==> src/hdl/led_i2c_cfg.svh <==
`ifndef LED_I2C_CFG_SVH
`define LED_I2C_CFG_SVH

// ****************************************************************
// Bus addressing and byte length
// ****************************************************************
`define ADDR_BASE       7'h1b
`define ADDR_ALT        7'h1a
`define BYTE_BITS       4'h8

// ****************************************************************
// Sub-address map
// ****************************************************************
`define SUB_CMD         4'h0
`define SUB_UNIVERSAL_LED_OUTPUT_FIRST  4'h1
`define SUB_UNIVERSAL_LED_OUTPUT_LAST   4'hc
`define SUB_CAM         4'hd
`define SUB_GATE_LO     4'he
`define SUB_GATE_HI     4'hf
`define NUM_REGS        16
`define NUM_UNIVERSAL_LED_OUTPUT        12

// ****************************************************************
// Field positions and reset values
// ****************************************************************
`define CMD_QUICK_BIT   1
`define GATE_HI_LSB     0
`define GATE_HI_MSB     3
`define TIMING_LSB      4
`define TIMING_MSB      7
`define REG_RST         8'h00

// ****************************************************************
// Timing and buffer depth
// ****************************************************************
`define CLK_NS          8
`define FILT_NS         24
`define FILT_CYC        ((`FILT_NS + `CLK_NS - 1) / `CLK_NS)
`define FIFO_DEPTH      2

`endif

==> src/hdl/led_i2c_pkg.sv <==
package led_i2c_pkg;

  // One byte of the register file.
  typedef logic [7:0] reg_byte_t;

  // Protocol position of the serial receiver.
  typedef enum logic [2:0] {
    ST_IDLE,
    ST_ADDR,
    ST_SUB,
    ST_DATA,
    ST_IGNORE
  } bus_state_t;

  // A sub-address and data pair on its way to the holding latches.
  typedef struct packed {
    logic [3:0] sub;
    reg_byte_t  data;
  } reg_write_t;

endpackage

==> src/hdl/line_filter.sv <==
`timescale 1ns/10ps
`include "led_i2c_cfg.svh"

// ****************************************************************
// Two-flop synchroniser followed by a stability filter
// ****************************************************************
module line_filter #(
  parameter int STABLE_CYC = `FILT_CYC
) (
  input  logic clk_i,
  input  logic resetn_i,
  input  logic ce_i,
  input  logic line_i,
  output logic clean_o
);

  localparam int CW = $clog2(STABLE_CYC + 1);

  logic          meta_r;
  logic          sync_r;
  logic          clean_r;
  logic [CW-1:0] cnt_r;

  // The clean level only follows the line after it has held its new
  // value for STABLE_CYC cycles, so a short spike never gets through.
  always_ff @(posedge clk_i) begin
    if (!resetn_i) begin
      meta_r  <= 1'b1;
      sync_r  <= 1'b1;
      clean_r <= 1'b1;
      cnt_r   <= '0;
    end else if (ce_i) begin
      meta_r <= line_i;
      sync_r <= meta_r;
      if (sync_r == clean_r) begin
        cnt_r <= '0;
      end else if (cnt_r == CW'(STABLE_CYC - 1)) begin
        clean_r <= sync_r; // see [RQ17]
        cnt_r   <= '0;
      end else begin
        cnt_r <= cnt_r + CW'(1);
      end
    end
  end

  assign clean_o = clean_r;

endmodule

==> src/hdl/led_i2c_write_slave.sv <==
// Summary of operation
// [RQ1] Bus keeps both lines high when idle through outside pull-ups.
// [RQ2] Device only receives; it pulls data low for acknowledges only.
// [RQ3] One fixed 7-bit address, base or alternate variant.
// [RQ4] Address acknowledged only with write bit zero; otherwise silent.
// [RQ5] Master sends eight bits MSB first plus an acknowledge clock.
// [RQ6] Master clocks the ninth bit and releases the data line.
// [RQ7] Device holds data low across the whole acknowledge clock.
// [RQ8] START is data falling with clock high; STOP is data rising.
// [RQ9] Master sends sub-address then data, repeated per register.
// [RQ10] Register selection uses only the low four sub-address bits.
// [RQ11] Each acknowledged data byte goes into its holding latch.
// [RQ12] Latched data survives foreign repeated STARTs; STOP applies it.
// [RQ13] STOP in the middle of a data set is discarded.
// [RQ14] Complete unapplied data is applied on any later STOP.
// [RQ15] After readdressing, no STOP acts until the new set completes.
// [RQ16] Serial port works at bus clocks up to 400kHz.
// [RQ17] Serial inputs are filtered against short glitches.
// [RQ18] Command bit 1 makes a write to level one fill all twelve.
// [RQ19] Sub-addresses 1 to 12 select the universal level registers.
// [RQ20] Sub-address 13 selects the camera high/low level register.
// [RQ21] Sub-address 14 bits route outputs to the external gate pin.
// [RQ22] Sub-address 15 holds four gate selects and timing bits.
// [RQ23] Data sampled on rising clock, bit 7 first, bit 0 last.
// [RQ24] Serial logic is static and tolerates any slow bus clock.
// [RQ25] Master changes data only while the clock is low.
`timescale 1ns/10ps
`include "led_i2c_cfg.svh"

module led_i2c_write_slave
  import led_i2c_pkg::*;
#(
  parameter bit ALT_VARIANT = 1'b0,
  parameter int FILT_CYC    = `FILT_CYC,
  parameter int FIFO_DEPTH  = `FIFO_DEPTH
) (
  input  logic                          clk_i,
  input  logic                          resetn_i,
  input  logic                          ce_i,
  input  logic                          scl_i,
  input  logic                          sda_i,
  output logic                          sda_o,
  output logic                          sda_oe_o,
  output logic [`NUM_UNIVERSAL_LED_OUTPUT-1:0][7:0]     universal_led_output_level_o,
  output logic [7:0]                    camera_level_o,
  output logic [`NUM_UNIVERSAL_LED_OUTPUT-1:0]          gate_select_o,
  output logic [3:0]                    gate_timing_o,
  output logic [7:0]                    command_o,
  output logic                          load_pulse_o
);

  // ****************************************************************
  // Constants
  // ****************************************************************
  // The pointer arithmetic below assumes a power-of-two depth.
  localparam int PW = (FIFO_DEPTH > 1) ? $clog2(FIFO_DEPTH) : 1;
  localparam logic [PW:0] FIFO_FULL = (PW+1)'(FIFO_DEPTH);

  // ****************************************************************
  // Declarations
  // ****************************************************************
  logic                         scl_f_w;
  logic                         sda_f_w;
  logic                         scl_d_r;
  logic                         sda_d_r;
  logic                         scl_rise_w;
  logic                         scl_fall_w;
  logic                         start_w;
  logic                         stop_w;
  logic                         decide_w;
  logic                         addr_ok_w;
  logic [6:0]                   own_addr_w;

  bus_state_t                   state_r;
  bus_state_t                   state_nxt;
  logic [3:0]                   cnt_r;
  logic [3:0]                   cnt_nxt;
  logic [7:0]                   shift_r;
  logic [7:0]                   shift_nxt;
  logic                         ack_ph_r;
  logic                         ack_ph_nxt;
  logic                         oe_r;
  logic                         oe_nxt;
  logic                         busy_r;
  logic                         busy_nxt;
  logic [3:0]                   sub_r;
  logic [3:0]                   sub_nxt;
  logic                         apply_r;
  logic                         apply_nxt;
  logic                         pend_r;
  logic                         pend_nxt;
  logic                         load_r;
  logic                         sda_low_r;
  logic                         apply_fire_w;

  reg_write_t                   fifo_mem_r [FIFO_DEPTH];
  logic [PW-1:0]                fifo_wp_r;
  logic [PW-1:0]                fifo_rp_r;
  logic [PW:0]                  fifo_cnt_r;
  reg_write_t                   push_data_w;
  reg_write_t                   pop_data_w;
  logic                         push_ready_w;
  logic                         push_w;
  logic                         pop_valid_w;
  logic                         pop_ready_w;
  logic                         pop_w;
  logic                         quick_w;

  logic [`NUM_REGS-1:0][7:0]    hold_r;
  logic [`NUM_REGS-1:0][7:0]    act_r;
  logic [`NUM_REGS-1:0]         hold_we_w;

  // ****************************************************************
  // Input conditioning
  // ****************************************************************
  // Both lines are pins from outside this clock domain, so each goes
  // through a synchroniser and a glitch filter before anyone looks at it.
  line_filter #(
    .STABLE_CYC (FILT_CYC)
  ) u_scl_filter (
    .clk_i      (clk_i),
    .resetn_i   (resetn_i),
    .ce_i       (ce_i),
    .line_i     (scl_i),
    .clean_o    (scl_f_w)
  );

  line_filter #(
    .STABLE_CYC (FILT_CYC)
  ) u_sda_filter (
    .clk_i      (clk_i),
    .resetn_i   (resetn_i),
    .ce_i       (ce_i),
    .line_i     (sda_i),
    .clean_o    (sda_f_w)
  );

  // Previous filtered levels for edge detection.
  always_ff @(posedge clk_i) begin
    if (!resetn_i) begin
      scl_d_r <= 1'b1;
      sda_d_r <= 1'b1;
    end else if (ce_i) begin
      scl_d_r <= scl_f_w;
      sda_d_r <= sda_f_w;
    end
  end

  // ****************************************************************
  // Bus event decode
  // ****************************************************************
  // The bus clock is only sampled, never used as a clock, so the port
  // has no lower speed limit and any stall is harmless.
  assign scl_rise_w = scl_f_w & ~scl_d_r;                   // see [RQ24]
  assign scl_fall_w = ~scl_f_w & scl_d_r;
  assign start_w    = scl_f_w & scl_d_r & sda_d_r & ~sda_f_w; // see [RQ8]
  assign stop_w     = scl_f_w & scl_d_r & ~sda_d_r & sda_f_w; // see [RQ8]
  assign decide_w   = scl_fall_w & ~ack_ph_r & (cnt_r == `BYTE_BITS);
  assign own_addr_w = ALT_VARIANT ? `ADDR_ALT : `ADDR_BASE;   // see [RQ3]
  // A read request to our address is treated like a foreign address.
  assign addr_ok_w  = (shift_r[7:1] == own_addr_w) & ~shift_r[0]; // see [RQ4]

  // ****************************************************************
  // Receiver state machine
  // ****************************************************************
  // One pass per bus event; START and STOP override bit handling since
  // they may cut a byte short at any point.
  always_comb begin
    state_nxt  = state_r;
    cnt_nxt    = cnt_r;
    shift_nxt  = shift_r;
    ack_ph_nxt = ack_ph_r;
    oe_nxt     = oe_r;
    busy_nxt   = busy_r;
    sub_nxt    = sub_r;
    apply_nxt  = apply_r & ~apply_fire_w;
    if (start_w) begin
      // Repeated START to another chip leaves the latches alone.
      state_nxt  = ST_ADDR;                                  // see [RQ12]
      cnt_nxt    = '0;
      ack_ph_nxt = 1'b0;
      oe_nxt     = 1'b0;
    end else if (stop_w) begin
      state_nxt  = ST_IDLE;
      cnt_nxt    = '0;
      ack_ph_nxt = 1'b0;
      oe_nxt     = 1'b0;
      // A STOP inside an unfinished set is dropped; otherwise any STOP
      // applies complete data, however many STARTs came between.
      if (!busy_r && pend_r) begin                           // see [RQ13]
        apply_nxt = 1'b1;                                    // see [RQ14]
      end
    end else if (scl_rise_w && !ack_ph_r && cnt_r != `BYTE_BITS) begin
      shift_nxt = {shift_r[6:0], sda_f_w};                   // see [RQ23]
      cnt_nxt   = cnt_r + 4'h1;
    end else if (scl_fall_w && ack_ph_r) begin
      // Release only after the ninth clock falls, so the low level
      // covers the whole high phase of that clock.
      ack_ph_nxt = 1'b0;                                     // see [RQ7]
      oe_nxt     = 1'b0;
      cnt_nxt    = '0;
    end else if (decide_w) begin
      ack_ph_nxt = 1'b1;
      unique case (state_r)
        ST_ADDR: begin
          if (addr_ok_w) begin
            oe_nxt    = 1'b1;                                // see [RQ7]
            busy_nxt  = 1'b1;                                // see [RQ15]
            state_nxt = ST_SUB;
          end else begin
            state_nxt = ST_IGNORE;
          end
        end
        ST_SUB: begin
          oe_nxt    = 1'b1;
          sub_nxt   = shift_r[3:0];                          // see [RQ10]
          state_nxt = ST_DATA;
        end
        ST_DATA: begin
          // A full buffer refuses the byte rather than losing it.
          if (push_ready_w) begin
            oe_nxt    = 1'b1;                                // see [RQ11]
            busy_nxt  = 1'b0;
            state_nxt = ST_SUB;
          end else begin
            state_nxt = ST_IGNORE;
          end
        end
        ST_IDLE: begin
          state_nxt = ST_IDLE;
        end
        ST_IGNORE: begin
          state_nxt = ST_IGNORE;
        end
      endcase
    end
  end

  // Pending data is set by a new complete pair; set wins over apply.
  assign pend_nxt = push_w | (pend_r & ~apply_fire_w);

  // State registers of the receiver.
  always_ff @(posedge clk_i) begin
    if (!resetn_i) begin
      state_r  <= ST_IDLE;
      cnt_r    <= '0;
      shift_r  <= '0;
      ack_ph_r <= 1'b0;
      oe_r     <= 1'b0;
      busy_r   <= 1'b0;
      sub_r    <= '0;
      apply_r  <= 1'b0;
      pend_r   <= 1'b0;
    end else if (ce_i) begin
      state_r  <= state_nxt;
      cnt_r    <= cnt_nxt;
      shift_r  <= shift_nxt;
      ack_ph_r <= ack_ph_nxt;
      oe_r     <= oe_nxt;
      busy_r   <= busy_nxt;
      sub_r    <= sub_nxt;
      apply_r  <= apply_nxt;
      pend_r   <= pend_nxt;
    end
  end

  // ****************************************************************
  // Write buffer
  // ****************************************************************
  // Pairs are pushed at the acknowledge and drained into the latches.
  // The drain stalls for the load cycle so a late write is not mixed
  // into the copy that is being applied.
  assign push_data_w  = '{sub: sub_r, data: shift_r};
  assign push_ready_w = (fifo_cnt_r != FIFO_FULL);
  assign push_w       = decide_w & (state_r == ST_DATA) & push_ready_w;
  assign pop_valid_w  = (fifo_cnt_r != '0);
  assign pop_ready_w  = ~load_r;
  assign pop_w        = pop_valid_w & pop_ready_w;
  assign pop_data_w   = fifo_mem_r[fifo_rp_r];

  // Pointer and occupancy update.
  always_ff @(posedge clk_i) begin
    if (!resetn_i) begin
      fifo_wp_r  <= '0;
      fifo_rp_r  <= '0;
      fifo_cnt_r <= '0;
    end else if (ce_i) begin
      if (push_w) begin
        fifo_wp_r <= fifo_wp_r + PW'(1);
      end
      if (pop_w) begin
        fifo_rp_r <= fifo_rp_r + PW'(1);
      end
      if (push_w && !pop_w) begin
        fifo_cnt_r <= fifo_cnt_r + (PW+1)'(1);
      end else if (pop_w && !push_w) begin
        fifo_cnt_r <= fifo_cnt_r - (PW+1)'(1);
      end
    end
  end

  // Storage needs no reset; an entry is read only once written.
  always_ff @(posedge clk_i) begin
    if (ce_i && push_w) begin
      fifo_mem_r[fifo_wp_r] <= push_data_w;
    end
  end

  // ****************************************************************
  // Holding latches and active registers
  // ****************************************************************
  // Quick write looks at the latched command, so it takes effect for
  // the pair right after the command pair, before any STOP.
  assign quick_w = hold_r[`SUB_CMD][`CMD_QUICK_BIT]
                 & (pop_data_w.sub == `SUB_UNIVERSAL_LED_OUTPUT_FIRST);      // see [RQ18]

  // Write enables: 0 command, 1..12 levels, 13 camera, 14/15 gate.
  for (genvar i = 0; i < `NUM_REGS; i++) begin : g_we
    localparam logic [3:0] IDX = 4'(i);
    localparam bit IS_UNIVERSAL_LED_OUTPUT = (IDX >= `SUB_UNIVERSAL_LED_OUTPUT_FIRST)
                           && (IDX <= `SUB_UNIVERSAL_LED_OUTPUT_LAST);       // see [RQ19]
    assign hold_we_w[i] = pop_w
                        & ((pop_data_w.sub == IDX) | (quick_w & IS_UNIVERSAL_LED_OUTPUT));
  end

  // Data only reaches the active registers when the buffer is empty and
  // a qualifying STOP has been seen.
  assign apply_fire_w = apply_r & ~pop_valid_w;              // see [RQ12]

  // Holding latches, active copy and the load pulse.
  always_ff @(posedge clk_i) begin
    if (!resetn_i) begin
      hold_r <= {`NUM_REGS{`REG_RST}};
      act_r  <= {`NUM_REGS{`REG_RST}};
      load_r <= 1'b0;
    end else if (ce_i) begin
      for (int i = 0; i < `NUM_REGS; i++) begin
        if (hold_we_w[i]) begin
          hold_r[i] <= pop_data_w.data;                      // see [RQ11]
        end
      end
      if (apply_fire_w) begin
        act_r <= hold_r;                                     // see [RQ14]
      end
      load_r <= apply_fire_w;
    end
  end

  // The data pin is only ever pulled low, never driven high.
  always_ff @(posedge clk_i) begin
    if (!resetn_i) begin
      sda_low_r <= 1'b0;
    end else if (ce_i) begin
      sda_low_r <= 1'b0;                                     // see [RQ2]
    end
  end

  // ****************************************************************
  // Outputs
  // ****************************************************************
  assign sda_o          = sda_low_r;
  assign sda_oe_o       = oe_r;                               // see [RQ2]
  assign universal_led_output_level_o   = act_r[`SUB_UNIVERSAL_LED_OUTPUT_LAST:`SUB_UNIVERSAL_LED_OUTPUT_FIRST]; // see [RQ19]
  assign camera_level_o = act_r[`SUB_CAM];                    // see [RQ20]
  assign gate_select_o  = {act_r[`SUB_GATE_HI][`GATE_HI_MSB:`GATE_HI_LSB],
                           act_r[`SUB_GATE_LO]};              // see [RQ21]
  assign gate_timing_o  = act_r[`SUB_GATE_HI][`TIMING_MSB:`TIMING_LSB]; // see [RQ22]
  assign command_o      = act_r[`SUB_CMD];
  assign load_pulse_o   = load_r;

endmodule

==> config.mk <==
export PLATFORM = sky130hd
export DESIGN_NAME = led_i2c_write_slave
export DESIGN_NICKNAME = d
export VERILOG_FILES = /design/src/hdl/led_i2c_pkg.sv /design/src/hdl/line_filter.sv /design/src/hdl/led_i2c_write_slave.sv
export VERILOG_INCLUDE_DIRS = /design/src /design/src/hdl
export SDC_FILE = /design/constraint.sdc
export NUM_CORES = 1
export LEC_CHECK = 0
export BUFFER_PORTS_ARGS = -buffer_cell sky130_fd_sc_hd__buf_2
export CORE_MARGIN = 2
export CORE_UTILIZATION = 35
export CTS_BUF_LIST = sky130_fd_sc_hd__clkbuf_8 sky130_fd_sc_hd__clkbuf_16
export DETAILED_ROUTE_END_ITERATION = 6
export PLACE_DENSITY_LB_ADDON = 0.08
export SKIP_CTS_REPAIR_TIMING = 1
export SLEW_MARGIN = 20
export SYNTH_ARGS = -nofsm -noshare
export SYNTH_HDL_FRONTEND = slang
export SYNTH_SLANG_ARGS = --single-unit
==> constraint.sdc <==
create_clock -name clk_i -period 2.15 [get_ports clk_i]
set_input_delay 0.43 -clock clk_i [delete_from_list [all_inputs] [get_ports clk_i]]
set_output_delay 0.43 -clock clk_i [all_outputs]
set_load 0.05 [all_outputs]
==> impl_metrics.ini <==
[outcome]
status = finished clean

[hold_path]
hold_class = in2reg
min_from = scl_i
hold_depth = 3
hold_end = u_scl_filter.meta_r

[grt]
grt_pass1_wl_microns = 50300
grt.total_usage = 0.173
grt_max_degree = 92
antenna_found_initial = 0
grt_pass1_vias = 8937
grt-ovfl-total = 0

[power_and_ir_drop]
irDropWorstVdd_v = 0.000612
total_power_mw = 12.6
power.density_nw_per_um2 = 837
leakagePower_nw = 5.60

[yosys]
netlist_area_sq_um = 12300
yosysUniqueCellTypes = 70
syn_nets = 1297
postSynthAreaPerCell_sq_um = 9.52
syn_inst = 1289
synth-main-ff-cell = dfxtp_1
synth-edff-count = 24
synth-warning-count = 0
seq_area_frac_synth = 0.545
ys_async_sr_fraction = 0
synth-seq-cells = 322

[layout]
area_delta_synth_final_pct = 22.4
diodes = 0
finalNetCount = 1432
regArea_sq_um = 6690
final_cells = 1906
drive_gt1_frac = 0.198
multi_input_area_sq_um = 5200
fillers = 3483

[route]
vias = 9355
drt-initial-drc-count = 375
via_per_inst = 4.91
wirelength_microns = 31800
drc = 0
drtPass1Iterations = 4
post_drt_wl_per_cell_microns = 16.7
ant_nets = 0

[floorplan]
rows = 68
io_pins = 136
core-area_sq_um = 34500
die_h_microns = 191
die_w_microns = 191
fp.dieArea_sq_um = 36600
initial_utilization = 0.355

[clocking]
cts_tree = built
cts_max_path_buffers = 3
clk_latency_ns = 0.52
path_clk_slew_ns = 0.06
cts.sinks = 322
h-tree-depth = 2
root_buffer = clkbuf_16
numCtsBuffers = 37

[place]
portBuffers = 134
place_hpwl_microns = 20800
placedCellCount = 1839
routabilityCongestion = 0.759
place_ws_ns = 0.0270

[critical_path]
crit_path_start_kind = flip-flop
critical_path_class = reg2reg
ff2ff_path_depth = 10
worstReg2RegEnd = fifo_cnt_r[1]
required_ns = 2.54
endpoint_kind = flip-flop
cp-startpoint = cnt_r[0]
crit_fanout = 7
reg2reg_from = cnt_r[0]
worst_ep_arrival_time_ns = 2.41
r2r_slack_ns = 0.14

[timing]
hold_viol_final = 0
tightest_slew_ns = 0.604
fin_crit_sh = 0.937
fin_setup_tns_ns = 0
relSlewSlack = 0.596
timing.final.crit_period_ns = 2.01
holdWs_ns = 0.188
fin_ws_ns = 0.136
fmax_mhz = 496
finalSetupViolCount = 0
skew_ns = 0.0178
grt_setup_unrepaired = no
slew_violations = 0

[flow_run]
maxCapViolations = 0
==> metrics by stage <==
step | instance area [sq um] | utilization
2_1_floorplan | 12300 | -
3_3_place_gp | 13800 | 0.401
5_1_grt | 15000 | 0.435
4_1_cts | 15000 | 0.435
6_report | 15000 | 0.435
3_5_place_dp | 13800 | 0.401
==> layer usage <==
layer	wire length [microns]	up-vias	global-route usage	share of wire
met5	0	-	0	0
met1	16000	4474	0.246	0.50
met2	14100	156	0.275	0.44
met4	541	0	0.0408	0.017
li1	-	4685	-	-
met3	1150	40	0.0272	0.036
==> registers in the layout (all words and copies together) (netlist names), 3 cells and up, named ones only <==
register                      flops
hold_r                          128
sub_r                             4
gate_select_o                    12
gate_timing_o                     4
cnt_r                             4
shift_r                           8
fifo_mem_r                       24
state_r                           3
command_o                         8
camera_level_o                    8
universal_led_output_level_o     96
==> cells by family (layout without fill, tap and decap cells) <==
logic type | Yosys count | count (layout) | share of synthesized area
other | 1 | 1 | 0.000305
muxes | 127 | 127 | 0.107
xor gates and xnor gates | 7 | 7 | 0.00499
AOI/OAI and AO/OA | 258 | 258 | 0.145
adders and majority gates | 3 | 3 | 0.00306
DFF | 322 | 322 | 0.545
buffers and inverters | 106 | 268 | 0.0338
and+or+nand+nor | 465 | 465 | 0.161
==> cells in the mapped netlist (all sizes together), types with 10 or more instances <==
master	number	area (sq um)
a21oi	144	766
buf	10	53.8
clkbuf	84	317
dfxtp	298	5970
edfxtp	24	721
inv	12	45.0
mux2	10	116
mux2i	117	1200
nand2	376	1410
nor2	33	136
o21ai	11	55.1
o21bai	32	240
o311a	32	320
==> cell type report <==
cell class                      count  area share
Clock inverter                     20     0.00608
Tap cell                          455      0.0379
Clock buffer                       46      0.0714
Multi-Input combinational cell    861       0.346
Sequential cell                   322       0.445
Timing Repair Buffer              190      0.0903
Inverter                           12     0.00317
==> critical path: stages (launching register included) <==
cell      delay (ns)
dfxtp_1         0.37
inv_1           0.08
ha_1            0.21
and3b_2         0.25
nand4_1         0.17
nor2_1          0.07
ha_1            0.27
nand2b_1        0.16
nor2_1          0.15
xnor2_1         0.12
nor2_1          0.05
==> worst max path at each step <==
stage / endpoint / slack (ns) / depth (start not counted)
2_1_floorplan: fifo_mem_r[0][0] / 0.11 / 5
6_report: fifo_cnt_r[1] / 0.14 / 10
3_3_place_gp: hold_r[28] / 0.07 / 6
3_5_place_dp: hold_r[27] / 0.03 / 6
5_1_grt: fifo_cnt_r[1] / 0.009 / 10
4_1_cts: hold_r[28] / 0.006 / 6
==> power by group <==
part / switching, mW / internal, mW
registers: 0.0410 / 6.07
logic: 0.337 / 0.177
clock network: 2.43 / 3.51
total: 2.81 / 9.76
==> layout by cell type, fill, tap and decap left out, types with 3 or more instances in the layout <==
cell type    n
dfxtp_1    297
edfxtp_1    24
ha_1         3
inv_1       23
nand4_1      3
o311a_1     32
mux2i_1    115
buf_4       36
buf_12      21
and2_1       3
o31ai_1      3
o21ai_0      9
and3b_1      4
o211ai_1     3
a21oi_1    140
clkbuf_16   39
nor3_1       3
nor2_2       3
a211oi_1     3
clkbuf_8     7
nand3_1      6
xnor2_1      5
nand2b_1     9
nor2_1      29
a211oi_4     6
nor3b_1      4
a21oi_4      4
nand3b_1     4
mux2_2       9
nand2_1    376
o21bai_1    32
buf_2      133
clkinv_2     6
No activity file was read; power rests on OpenSTA's default activity.
